## src/logic/qws_pkg.sv

```systemverilog
// Shared constants and types for the quad wiper serial loader
package qws_pkg;
    localparam int          WORD_BITS    = 8;
    localparam int          CODE_BITS    = 6;
    localparam int          NUM_CHANNELS = 4;
    localparam int          NUM_TAPS     = 64;
    localparam int          ADDR_HI_POS  = 7;
    localparam int          ADDR_LO_POS  = 6;
    localparam int          DATA_MSB_POS = 5;
    localparam logic [5:0]  MIDSCALE     = 6'h20;
    localparam logic [7:0]  SHIFT_RESET  = 8'h00;
    localparam real         SCLK_MAX_MHZ = 10.0;
    localparam real         MCLK_MHZ     = 50.0;
    localparam int          MIN_SCLK_CYC = int'(MCLK_MHZ / SCLK_MAX_MHZ);

    typedef logic [CODE_BITS-1:0] qws_code_t;
    typedef logic [1:0]           qws_addr_t;
    typedef logic [NUM_TAPS-1:0]  qws_taps_t;
endpackage
```

## src/logic/qws_latch_if.sv

```systemverilog
// Write port between the serial front end and the wiper latch bank
`timescale 1ns/1ns
interface qws_latch_if;
    import qws_pkg::*;
    logic       wr_en;
    qws_addr_t  wr_addr;
    qws_code_t  wr_code;
    modport src (output wr_en, output wr_addr, output wr_code);
    modport dst (input  wr_en, input  wr_addr, input  wr_code);
endinterface

```

## src/logic/qws_latch_bank.sv

```systemverilog
// Four six-bit wiper code latches with midscale reset
`timescale 1ns/1ns
module qws_latch_bank
    import qws_pkg::*;
(
    // Clock and reset
    input  wire logic         mclk_i,
    input  wire logic         rst_n_i,
    input  wire logic         midscale_reset_n_i,
    // Write port
    qws_latch_if.dst          wr,
    // Latched codes
    output qws_code_t         code_o [NUM_CHANNELS]
);
    qws_code_t next_code [NUM_CHANNELS];
    qws_code_t code      [NUM_CHANNELS];

    genvar g;
    generate
        for (g = 0; g < NUM_CHANNELS; g++) begin : g_ch
            always_comb begin
                next_code[g] = code[g];
                if (!midscale_reset_n_i) begin
                    next_code[g] = MIDSCALE;
                end else if (wr.wr_en && wr.wr_addr == 2'(g)) begin
                    next_code[g] = wr.wr_code;
                end
            end
            always_ff @(posedge mclk_i) begin
                if (!rst_n_i) begin
                    code[g] <= MIDSCALE;
                end else begin
                    code[g] <= next_code[g];
                end
            end
            assign code_o[g] = code[g];
        end
    endgenerate
endmodule

```

## src/logic/qws_loader.sv

```systemverilog
// Serial loader top: shift register, latch load, tap decode, shutdown
`timescale 1ns/1ns
// What this block does
// - Eight-bit word: two address, six data, MSB first
// - Channel index equals address; data bits five..zero
// - Each channel latch decodes to one-hot tap
// - Code zero bottom tap, 63 top tap
// - Midscale reset loads 32 into all latches
// - Shutdown opens top terminals, wipers to bottom
// - Shutdown keeps latches; release restores taps
// - Each word updates only addressed channel
// - Sample serial input on serial clock rise
// - Select release loads addressed latch
// - Serial output gives bit from eight shifts ago
// - Shutdown releases open-drain serial output
module qws_loader
    import qws_pkg::*;
(
    // Clock and reset
    input  wire logic                        mclk_i,
    input  wire logic                        rst_n_i,
    // Serial link (sampled synchronously, host slower than mclk)
    input  wire logic                        sclk_i,
    input  wire logic                        select_n_i,
    input  wire logic                        serial_in_i,
    output logic                             serial_out_o,
    output logic                             serial_out_oe_n_o,
    // Control pins
    input  wire logic                        midscale_reset_n_i,
    input  wire logic                        power_down_n_i,
    // Channel outputs
    output qws_pkg::qws_taps_t               tap_sel_o [qws_pkg::NUM_CHANNELS],
    output logic [qws_pkg::NUM_CHANNELS-1:0] top_connect_o,
    output qws_pkg::qws_code_t               wiper_code_latch_o [qws_pkg::NUM_CHANNELS]
);
    import qws_pkg::*;

    // Front end follows the select pin; one-hot so a stray code is easy to spot
    typedef enum logic [1:0] {
        FRONT_IDLE  = 2'b01,
        FRONT_SHIFT = 2'b10
    } qws_front_t;

    // One-hot tap from code; code zero is the bottom terminal
    function automatic qws_taps_t tap_decode(input qws_code_t c);
        qws_taps_t t;
        t = '0;
        t[c] = 1'b1;
        return t;
    endfunction

    // Pins are synchronous to mclk, so one stored sample is enough to see an edge
    function automatic logic rose(input logic cur_lvl, input logic old_lvl);
        return cur_lvl & ~old_lvl;
    endfunction

    // Channel index carried by the two oldest bits of a word
    function automatic qws_addr_t word_addr(input logic [WORD_BITS-1:0] w);
        return {w[ADDR_HI_POS], w[ADDR_LO_POS]};
    endfunction

    // Wiper code carried by the six newest bits of a word
    function automatic qws_code_t word_code(input logic [WORD_BITS-1:0] w);
        return w[DATA_MSB_POS:0];
    endfunction

    // Sampled pin and front-end state
    logic                    sclk_q;
    logic                    next_sclk_q;
    qws_front_t              front;
    qws_front_t              next_front;
    logic                    sclk_rise;
    logic                    shift_en;
    logic                    load_en;
    // Serial register and daisy-chain bit
    logic [WORD_BITS-1:0]    shreg;
    logic [WORD_BITS-1:0]    next_shreg;
    logic                    chain_bit;
    logic                    next_chain_bit;
    // Latched codes and registered outputs
    qws_code_t               codes     [NUM_CHANNELS];
    qws_taps_t               taps      [NUM_CHANNELS];
    qws_taps_t               next_taps [NUM_CHANNELS];
    logic [NUM_CHANNELS-1:0] top;
    logic [NUM_CHANNELS-1:0] next_top;

    qws_latch_if lif ();

    // Reset to the idle low level, so leaving reset never looks like a clock edge
    always_comb begin
        next_sclk_q = sclk_i;
    end

    always_ff @(posedge mclk_i) begin
        if (!rst_n_i) begin
            sclk_q <= 1'b0;
        end else begin
            sclk_q <= next_sclk_q;
        end
    end

    assign sclk_rise = rose(sclk_i, sclk_q);

    // Shift state is entered on the first edge that sees select low
    always_comb begin
        next_front = front;
        unique case (front)
            FRONT_IDLE: begin
                if (!select_n_i) begin
                    next_front = FRONT_SHIFT;
                end
            end
            FRONT_SHIFT: begin
                if (select_n_i) begin
                    next_front = FRONT_IDLE;
                end
            end
            default: begin
                next_front = FRONT_IDLE;
            end
        endcase
    end

    always_ff @(posedge mclk_i) begin
        if (!rst_n_i) begin
            front <= FRONT_IDLE;
        end else begin
            front <= next_front;
        end
    end

    // Midscale reset blocks both shifting and loading while it is held
    assign shift_en = !select_n_i && sclk_rise && midscale_reset_n_i;
    assign load_en  = (front == FRONT_SHIFT) && select_n_i && midscale_reset_n_i;

    always_comb begin
        next_shreg = shreg;
        if (shift_en) begin
            next_shreg = {shreg[WORD_BITS-2:0], serial_in_i};
        end
    end

    always_ff @(posedge mclk_i) begin
        if (!rst_n_i) begin
            shreg <= SHIFT_RESET;
        end else begin
            shreg <= next_shreg;
        end
    end

    // The bit leaving the register is the one entered eight shifts ago
    always_comb begin
        next_chain_bit = chain_bit;
        if (!midscale_reset_n_i) begin
            next_chain_bit = 1'b0;
        end else if (shift_en) begin
            next_chain_bit = shreg[WORD_BITS-1];
        end
    end

    always_ff @(posedge mclk_i) begin
        if (!rst_n_i) begin
            chain_bit <= 1'b0;
        end else begin
            chain_bit <= next_chain_bit;
        end
    end

    // Write goes straight to the latches; a registered request would cost a cycle
    assign lif.wr_en   = load_en;
    assign lif.wr_addr = word_addr(shreg);
    assign lif.wr_code = word_code(shreg);

    qws_latch_bank u_bank (
        .mclk_i             (mclk_i),
        .rst_n_i            (rst_n_i),
        .midscale_reset_n_i (midscale_reset_n_i),
        .wr                 (lif.dst),
        .code_o             (codes)
    );

    // Shutdown only masks the outputs; latches stay untouched
    genvar g;
    generate
        for (g = 0; g < NUM_CHANNELS; g++) begin : g_out
            always_comb begin
                next_taps[g] = tap_decode(codes[g]);
                if (!power_down_n_i) begin
                    next_taps[g] = tap_decode('0);
                end
            end
            always_ff @(posedge mclk_i) begin
                if (!rst_n_i) begin
                    taps[g] <= tap_decode(MIDSCALE);
                end else begin
                    taps[g] <= next_taps[g];
                end
            end
            // Top terminal is open for as long as shutdown is held
            always_comb begin
                next_top[g] = power_down_n_i;
            end
            always_ff @(posedge mclk_i) begin
                if (!rst_n_i) begin
                    top[g] <= 1'b1;
                end else begin
                    top[g] <= next_top[g];
                end
            end
            assign tap_sel_o[g]          = taps[g];
            assign top_connect_o[g]      = top[g];
            assign wiper_code_latch_o[g] = codes[g];
        end
    endgenerate

    // Open drain: pull low only for a zero and never in shutdown
    assign serial_out_o      = 1'b0;
    assign serial_out_oe_n_o = chain_bit | ~power_down_n_i;
endmodule

```

## config.mk

```make
export PLATFORM = sky130hd
export DESIGN_NAME = qws_loader
export DESIGN_NICKNAME = d
export VERILOG_FILES = /design/src/logic/qws_pkg.sv /design/src/logic/qws_latch_if.sv /design/src/logic/qws_latch_bank.sv /design/src/logic/qws_loader.sv
export SDC_FILE = /design/constraint.sdc
export NUM_CORES = 1
export LEC_CHECK = 0
export BUFFER_PORTS_ARGS = -buffer_cell sky130_fd_sc_hd__buf_4
export CAP_MARGIN = 10
export CORE_MARGIN = 2
export CORE_UTILIZATION = 52
export DETAILED_ROUTE_END_ITERATION = 10
export GPL_ROUTABILITY_DRIVEN = 0
export PLACE_DENSITY = 0.84
export SLEW_MARGIN = 10
export SYNTH_ARGS = -nofsm -noshare
export SYNTH_HDL_FRONTEND = slang
export SYNTH_SLANG_ARGS = --single-unit
```

## constraint.sdc

```tcl
create_clock -name mclk_i -period 1.85 [get_ports mclk_i]
set_input_delay 0.555 -clock mclk_i [delete_from_list [all_inputs] [get_ports mclk_i]]
set_output_delay 0.555 -clock mclk_i [all_outputs]
set_load 0.01 [all_outputs]
```

==> results.tsv, run 1 <==
stage	metric	value	unit
route	routed wire length	21300	um
power	LEAKAGE	0.00506	uW
cells_and_area	commonest non-fill, non-tap cells in the layout	295 x buf_4, 292 x dfxtp_1, 261 x nor2_1, 72 x nand2_1, 27 x clkbuf_16	
cells_and_area	commonest non-fill, non-tap cell in the layout	buf_4	
place	port buffer count	291	
sta	Final Hold Vio Count	0	
critical_path	Critical Path RT	1290	ps
critical_path	worst setup path start	u_bank.code[0][5]	
cts	Clock transition at path regs	60	ps
critical_path	WS Path Type	reg2out	
cells_and_area	Area Growth Syn to Fin	38.5	%
cells_and_area	design area	11400	um^2
sta	Final Cycle Share	97.4	%
cts	post-CTS setup repair buffer count	0	
cells_and_area	n_diodes	0	
route	Vias/cell	4.88	
synth	Seq/Total Area, Yosys	71.0	%
place	Area after DPL	10500	um^2
global_route	vias in the first global route	5926	
critical_path	crit path max-delay cell type	dfxtp_1	
cts	# H-tree levels	1	
critical_path	worst stage delay on the critical path	520	ps
route	per-cell routed wire length	16.4	um
critical_path	crit path DAT	1250	ps
synth	yosys warns	0	
min_path	Worst Hold Class	in2reg	
min_path	Hold EP	sclk_q	
floorplanning	Die ar.	16900	um^2
cells_and_area	Final Util	72.8	%
global_route	initial antenna violation count	0	
cts	Hold-fix buffers, CTS	0	
route	DRC	0	
synth	Syn Inst Count	778	
route	1st-pass router iterations	5	
critical_path	Worst setup SP type	flip-flop	
route	Iteration-0 DRC Markers	388	
global_route	total track usage	23.6	%
cts	# resized after CTS	0	
min_path	worst hold start	sclk_i	
cts	CTS Buf Count	27	
cts	clock buffer depth	3	
critical_path	cell depth of the worst setup path	1	
floorplanning	Initial Utilization	52.6	%
sta	clk_skew	12.0	ps
cts	Clk Latency, worst-skew pair	520	ps
cts	Root Buffer	clkbuf_16	
global_route	first-pass GRT wire length	31300	um
sta	hold_ws	264	ps
synth	Cell Area, Synth	8260	um^2
power	P per Cell Area	1060	nW/um^2
critical_path	Worst Reg-to-Reg Cells	2	
power	Peak VDD IR	0.000942	V
critical_path	Buf/Inv on CP	1	
sta	Setup TNS Final	0	ps
critical_path	FF-to-FF Start	u_bank.code[1][10]	
synth	Yosys reg bits	293	
run_status	status	finished clean	
global_route	GRT overflow	0	
job	Max Cap Viol	0	
min_path	Hold Path Depth	2	
global_route	largest net degree at the start of global routing	30	
critical_path	critical path, cell by cell	buf_4	
floorplanning	core footprint	15700	um^2
place	Post-DP HPWL	14700	um
sta	Setup Viol. Count Final	0	
cts	CTS tree	yes	
floorplanning	Std-Cell Rows	46	
sta	Peak Freq	0.555	GHz
cells_and_area	Nets	1070	
critical_path	CP Capture Type	primary output	
synth	post-synth cell types	29	
critical_path	R2R setup slack	520	ps
floorplanning	Chip Height	130	um
floorplanning	I/O pin count	293	
cts	clock sink count	293	
cells_and_area	share of cells above drive strength 1	32.7	%
floorplanning	die span in x	130	um
critical_path	CP max FO	10	
sta	RSZ-0062 raised after global routing	false	
route	vias	6334	
route	post-route ant nets	0	
sta	Max Transition Viols Final	0	
critical_path	top cell family by delay on the critical path	flip-flops	
critical_path	RR Endpoint	taps[1][87]	
sta	crit path time final	1800	ps
synth	Post-Syn Nets	785	
synth	Syn Area/Cell	10.6	um^2
==> metrics by stage <==
| step | power (uW) | setup WS (ps) | cells |
|---|---|---|---|
| 2_1_floorplan | 6550 | 463 | 778 |
| 3_3_place_gp | 6600 | 196 | 1250 |
| 3_5_place_dp | 6610 | 146 | 1250 |
| 4_1_cts | 12200 | 21.2 | 1297 |
| 5_1_grt | 12500 | 3.44 | 1297 |
| 6_report | 12200 | 48.2 | 1297 |
==> layer usage <==
| layer | global-route usage (%) | wire length (um) | part of all wire, % |
|---|---|---|---|
| met5 | 0 | 0 | 0 |
| met4 | 9.93 | 853 | 4.0 |
| met3 | 4.88 | 1310 | 6.2 |
| met2 | 41.5 | 10900 | 51 |
| met1 | 28.3 | 8230 | 39 |
==> how the worst max path moves through the flow <==
| stage | endpoint |
|---|---|
| floorplan | serial_out_oe_n_o |
| global placement | taps[0][7] |
| detailed placement | taps[0][43] |
| CTS | wiper_code_latch_o[17] |
| global route | wiper_code_latch_o[15] |
| finish | wiper_code_latch_o[23] |
==> flip-flops by register name, indices dropped and copies added (netlist names) <==
register	cells
sclk_q	1
taps	256
shreg	8
front	2
chain_bit	1
u_bank.code	24
top_connect_o	1
==> where the power goes <==
group / internal [uW] / leakage (uW) / switching (uW)
registers: 6320 / 0.00236 / 8.47
logic: 54.5 / 0.00224 / 77.8
clock network: 3510 / 0.000456 / 2210
==> synth_stat cells, drive strengths merged <==
library cell / n / share of area, %
dfxtp: 293 / 71
conb: 1 / 0.045
a21boi: 8 / 0.73
or3: 4 / 0.55
nand4bb: 1 / 0.14
nand3b: 13 / 1.2
nand2: 72 / 3.3
and4bb: 1 / 0.15
nor2: 261 / 12
xor2: 1 / 0.11
and4b: 1 / 0.12
nand3: 14 / 0.85
o41ai: 4 / 0.79
clkbuf: 16 / 0.73
inv: 1 / 0.045
and2: 6 / 0.45
nand2b: 2 / 0.15
a21oi: 1 / 0.061
nor4bb: 1 / 0.12
o21ai: 4 / 0.24
and3b: 6 / 0.64
mux2i: 24 / 2.9
nor2b: 8 / 0.61
or3b: 8 / 0.85
buf: 23 / 2.1
and3: 4 / 0.30
==> layout make-up <==
class | count | area [um^2]
Sequential cell | 293 | 5870
Clock inverter | 6 | 130
Timing Repair Buffer | 295 | 2210
Fill cell | 1092 | 4270
Clock buffer | 41 | 798
Tap cell | 216 | 270
Multi-Input combinational cell | 445 | 2160
Inverter | 1 | 3.75
==> cells by family after synthesis <==
logic type	after synthesis	share of synthesized area [%]
AOI/OAI and AO/OA	17	1.82
xor gates and xnor gates	1	0.106
buffers and inverters	40	2.89
DFF	293	71.0
muxes	24	2.91
other	1	0.0454
and+or+nand+nor	402	21.2
Power figures use the tool's default switching activity.
==> run 2, diff against run 1 <==
CORE_MARGIN = not set   (was 2)
==> run 2 against run 1 <==
Critical path depth unchanged. Via count down 0.99%. First-iteration DRC count down 13%. Sequential share of layout area up 0.24 points. Maximum frequency about the same. Total power down 2.5%. Utilization up 1.3 points. Combinational power about the same. Register-to-register slack worse by 20 ps.
==> results.tsv, run 2 (synthesis gave the netlist of run 1 again) <==
stage	metric	value	unit	change
run_status	status	finished clean		unchanged
global_route	initial antenna violation count	0		unchanged
place	Cells after DPL	1246		was 1,250
cts	# H-tree levels	1		unchanged
route	1st-pass router iterations	4		was 5
route	DRC	0		unchanged
critical_path	Critical Path RT	1290	ps	about the same
cts	CTS tree	yes		unchanged
place	DP Worst Slack	151	ps	was 146 ps
cells_and_area	commonest non-fill, non-tap cell in the layout	buf_4		unchanged
cells_and_area	commonest non-fill, non-tap cells in the layout	296 x buf_4, 288 x dfxtp_1, 261 x nor2_1, 72 x nand2_1, 27 x clkbuf_16		was 295 x buf_4, 292 x dfxtp_1, 261 x nor2_1, 72 x nand2_1, 27 x clkbuf_16
global_route	largest net degree at the start of global routing	28		was 30
global_route	total track usage	25.2	%	was 23.6%
critical_path	WS Path Type	reg2out		unchanged
sta	Final Cycle Share	97.4	%	about the same
cells_and_area	max reg flops	256		unchanged
cts	Hold-fix buffers, CTS	0		unchanged
route	routed wl met3	1130	um	was 1310 um
power	LEAKAGE	0.00505	uW	was 0.00506 uW
cells_and_area	multi-input logic area	2160	um^2	unchanged
route	vias	6271		was 6,334
cts	post-CTS setup repair buffer count	0		unchanged
sta	clk_skew	14.9	ps	was 12.0 ps
sta	Setup Viol. Count Final	0		unchanged
cts	clock sink count	293		unchanged
cts	Root Buffer	clkbuf_16		unchanged
power	P per Cell Area	1040	nW/um^2	was 1060 nW/um^2
min_path	Worst Hold Class	in2reg		unchanged
sta	RSZ-0062 raised after global routing	false		unchanged
route	Metal-1 WL	8440	um	was 8230 um
global_route	first-pass GRT wire length	32000	um	was 31,300 um
cells_and_area	n_diodes	0		unchanged
power	Peak VDD IR	0.000860	V	was 0.000942 V
floorplanning	core footprint	15400	um^2	was 15,700 um^2
route	Iteration-0 DRC Markers	338		was 388
place	port buffer count	291		unchanged
route	post-route ant nets	0		unchanged
cts	# resized after CTS	0		unchanged
critical_path	Buf/Inv on CP	1		unchanged
route	met2 routed WL	10600	um	was 10,900 um
critical_path	CP max FO	10		unchanged
sta	Setup TNS Final	0	ps	unchanged
cells_and_area	share of cells above drive strength 1	33.5	%	was 32.7%
critical_path	CP Capture Type	primary output		unchanged
global_route	GRT overflow	0		unchanged
route	top sig layer	met4		unchanged
route	per-cell routed wire length	16.3	um	was 16.4 um
route	Vias/cell	4.85		was 4.88
critical_path	top cell family by delay on the critical path	flip-flops		unchanged
cells_and_area	fin cells	1294		was 1,297
sta	crit path time final	1800	ps	about the same
floorplanning	Chip Height	128	um	was 130 um
route	routed wire length	21100	um	was 21,300 um
critical_path	crit path max-delay cell type	dfxtp_1		unchanged
cts	clock buffer depth	3		unchanged
cts	Clk Latency, worst-skew pair	530	ps	was 520 ps
critical_path	Worst setup SP type	flip-flop		unchanged
critical_path	critical path, cell by cell	buf_4		unchanged
cells_and_area	Register Area	5870	um^2	about the same
floorplanning	I/O pin count	293		unchanged
critical_path	worst stage delay on the critical path	530	ps	was 520 ps
sta	Final Hold Vio Count	0		unchanged
critical_path	crit path DAT	1250	ps	about the same
floorplanning	Initial Utilization	53.7	%	was 52.6%
cts	Clock transition at path regs	60	ps	about the same
cells_and_area	Nets	1071		was 1,070
floorplanning	die span in x	128	um	was 130 um
sta	Max Transition Viols Final	0		unchanged
floorplanning	Die ar.	16400	um^2	was 16,900 um^2
cts	CTS Buf Count	27		unchanged
sta	Peak Freq	0.555	GHz	about the same
cells_and_area	Reg with most FFs	taps		unchanged
cells_and_area	filler cell count in the final layout	1062		was 1,092
sta	worst setup margin	47.3	ps	was 48.2 ps
job	Max Cap Viol	0		unchanged
global_route	vias in the first global route	6054		was 5,926
cells_and_area	Top Registers	taps: 256 flops, u_bank.code: 24 flops, shreg: 8 flops		unchanged
cells_and_area	Area Growth Syn to Fin	38.0	%	was 38.5%
place	Post-DP HPWL	14600	um	was 14,700 um
floorplanning	Std-Cell Rows	45		was 46
[run 2: cell type report]
cell class / count / share of cell area [%]
Multi-Input combinational cell: 445 / 18.9
Tap cell: 211 / 2.32
Inverter: 1 / 0.0329
Sequential cell: 293 / 51.5
Clock inverter: 13 / 1.08
Clock buffer: 35 / 6.63
Timing Repair Buffer: 296 / 19.5
[run 2: where the power goes]
part           internal [uW]  switching, uW  leakage (uW)  total, uW
clock                   3150           2260      0.000444       5410
combinational           55.7           77.2       0.00225        133
sequential              6320           9.67       0.00236       6330
[run 2: worst paths after layout]
kind                                                to  cells past startpoint          startpoint  slack (ps)
worst max-delay path            wiper_code_latch_o[16]                      1  u_bank.code[0][10]          50
worst min register to register               chain_bit                      2           chain_bit         460
worst max register to register             taps[0][81]                      2  u_bank.code[0][10]         500
worst min-delay path                            sclk_q                      2              sclk_i         250
[run 2: metrics by stage]
step           hold WS [ps]  utilization (%)  power (uW)  instance area, um^2
5_1_grt                 261             74.1       12200                11400
4_1_cts                 239             74.1       11900                11400
3_3_place_gp            437             68.4        6600                10500
3_5_place_dp            447             68.4        6610                10500
2_1_floorplan           431                -        6550                 8260
6_report                251             74.1       11900                11400
[run 2: routing by layer]
| metal | up-vias | track usage [%] |
|---|---|---|
| met5 | - | 0 |
| li1 | 3014 | - |
| met4 | 0 | 12.2 |
| met2 | 216 | 44.5 |
| met1 | 2972 | 29.0 |
| met3 | 69 | 5.47 |
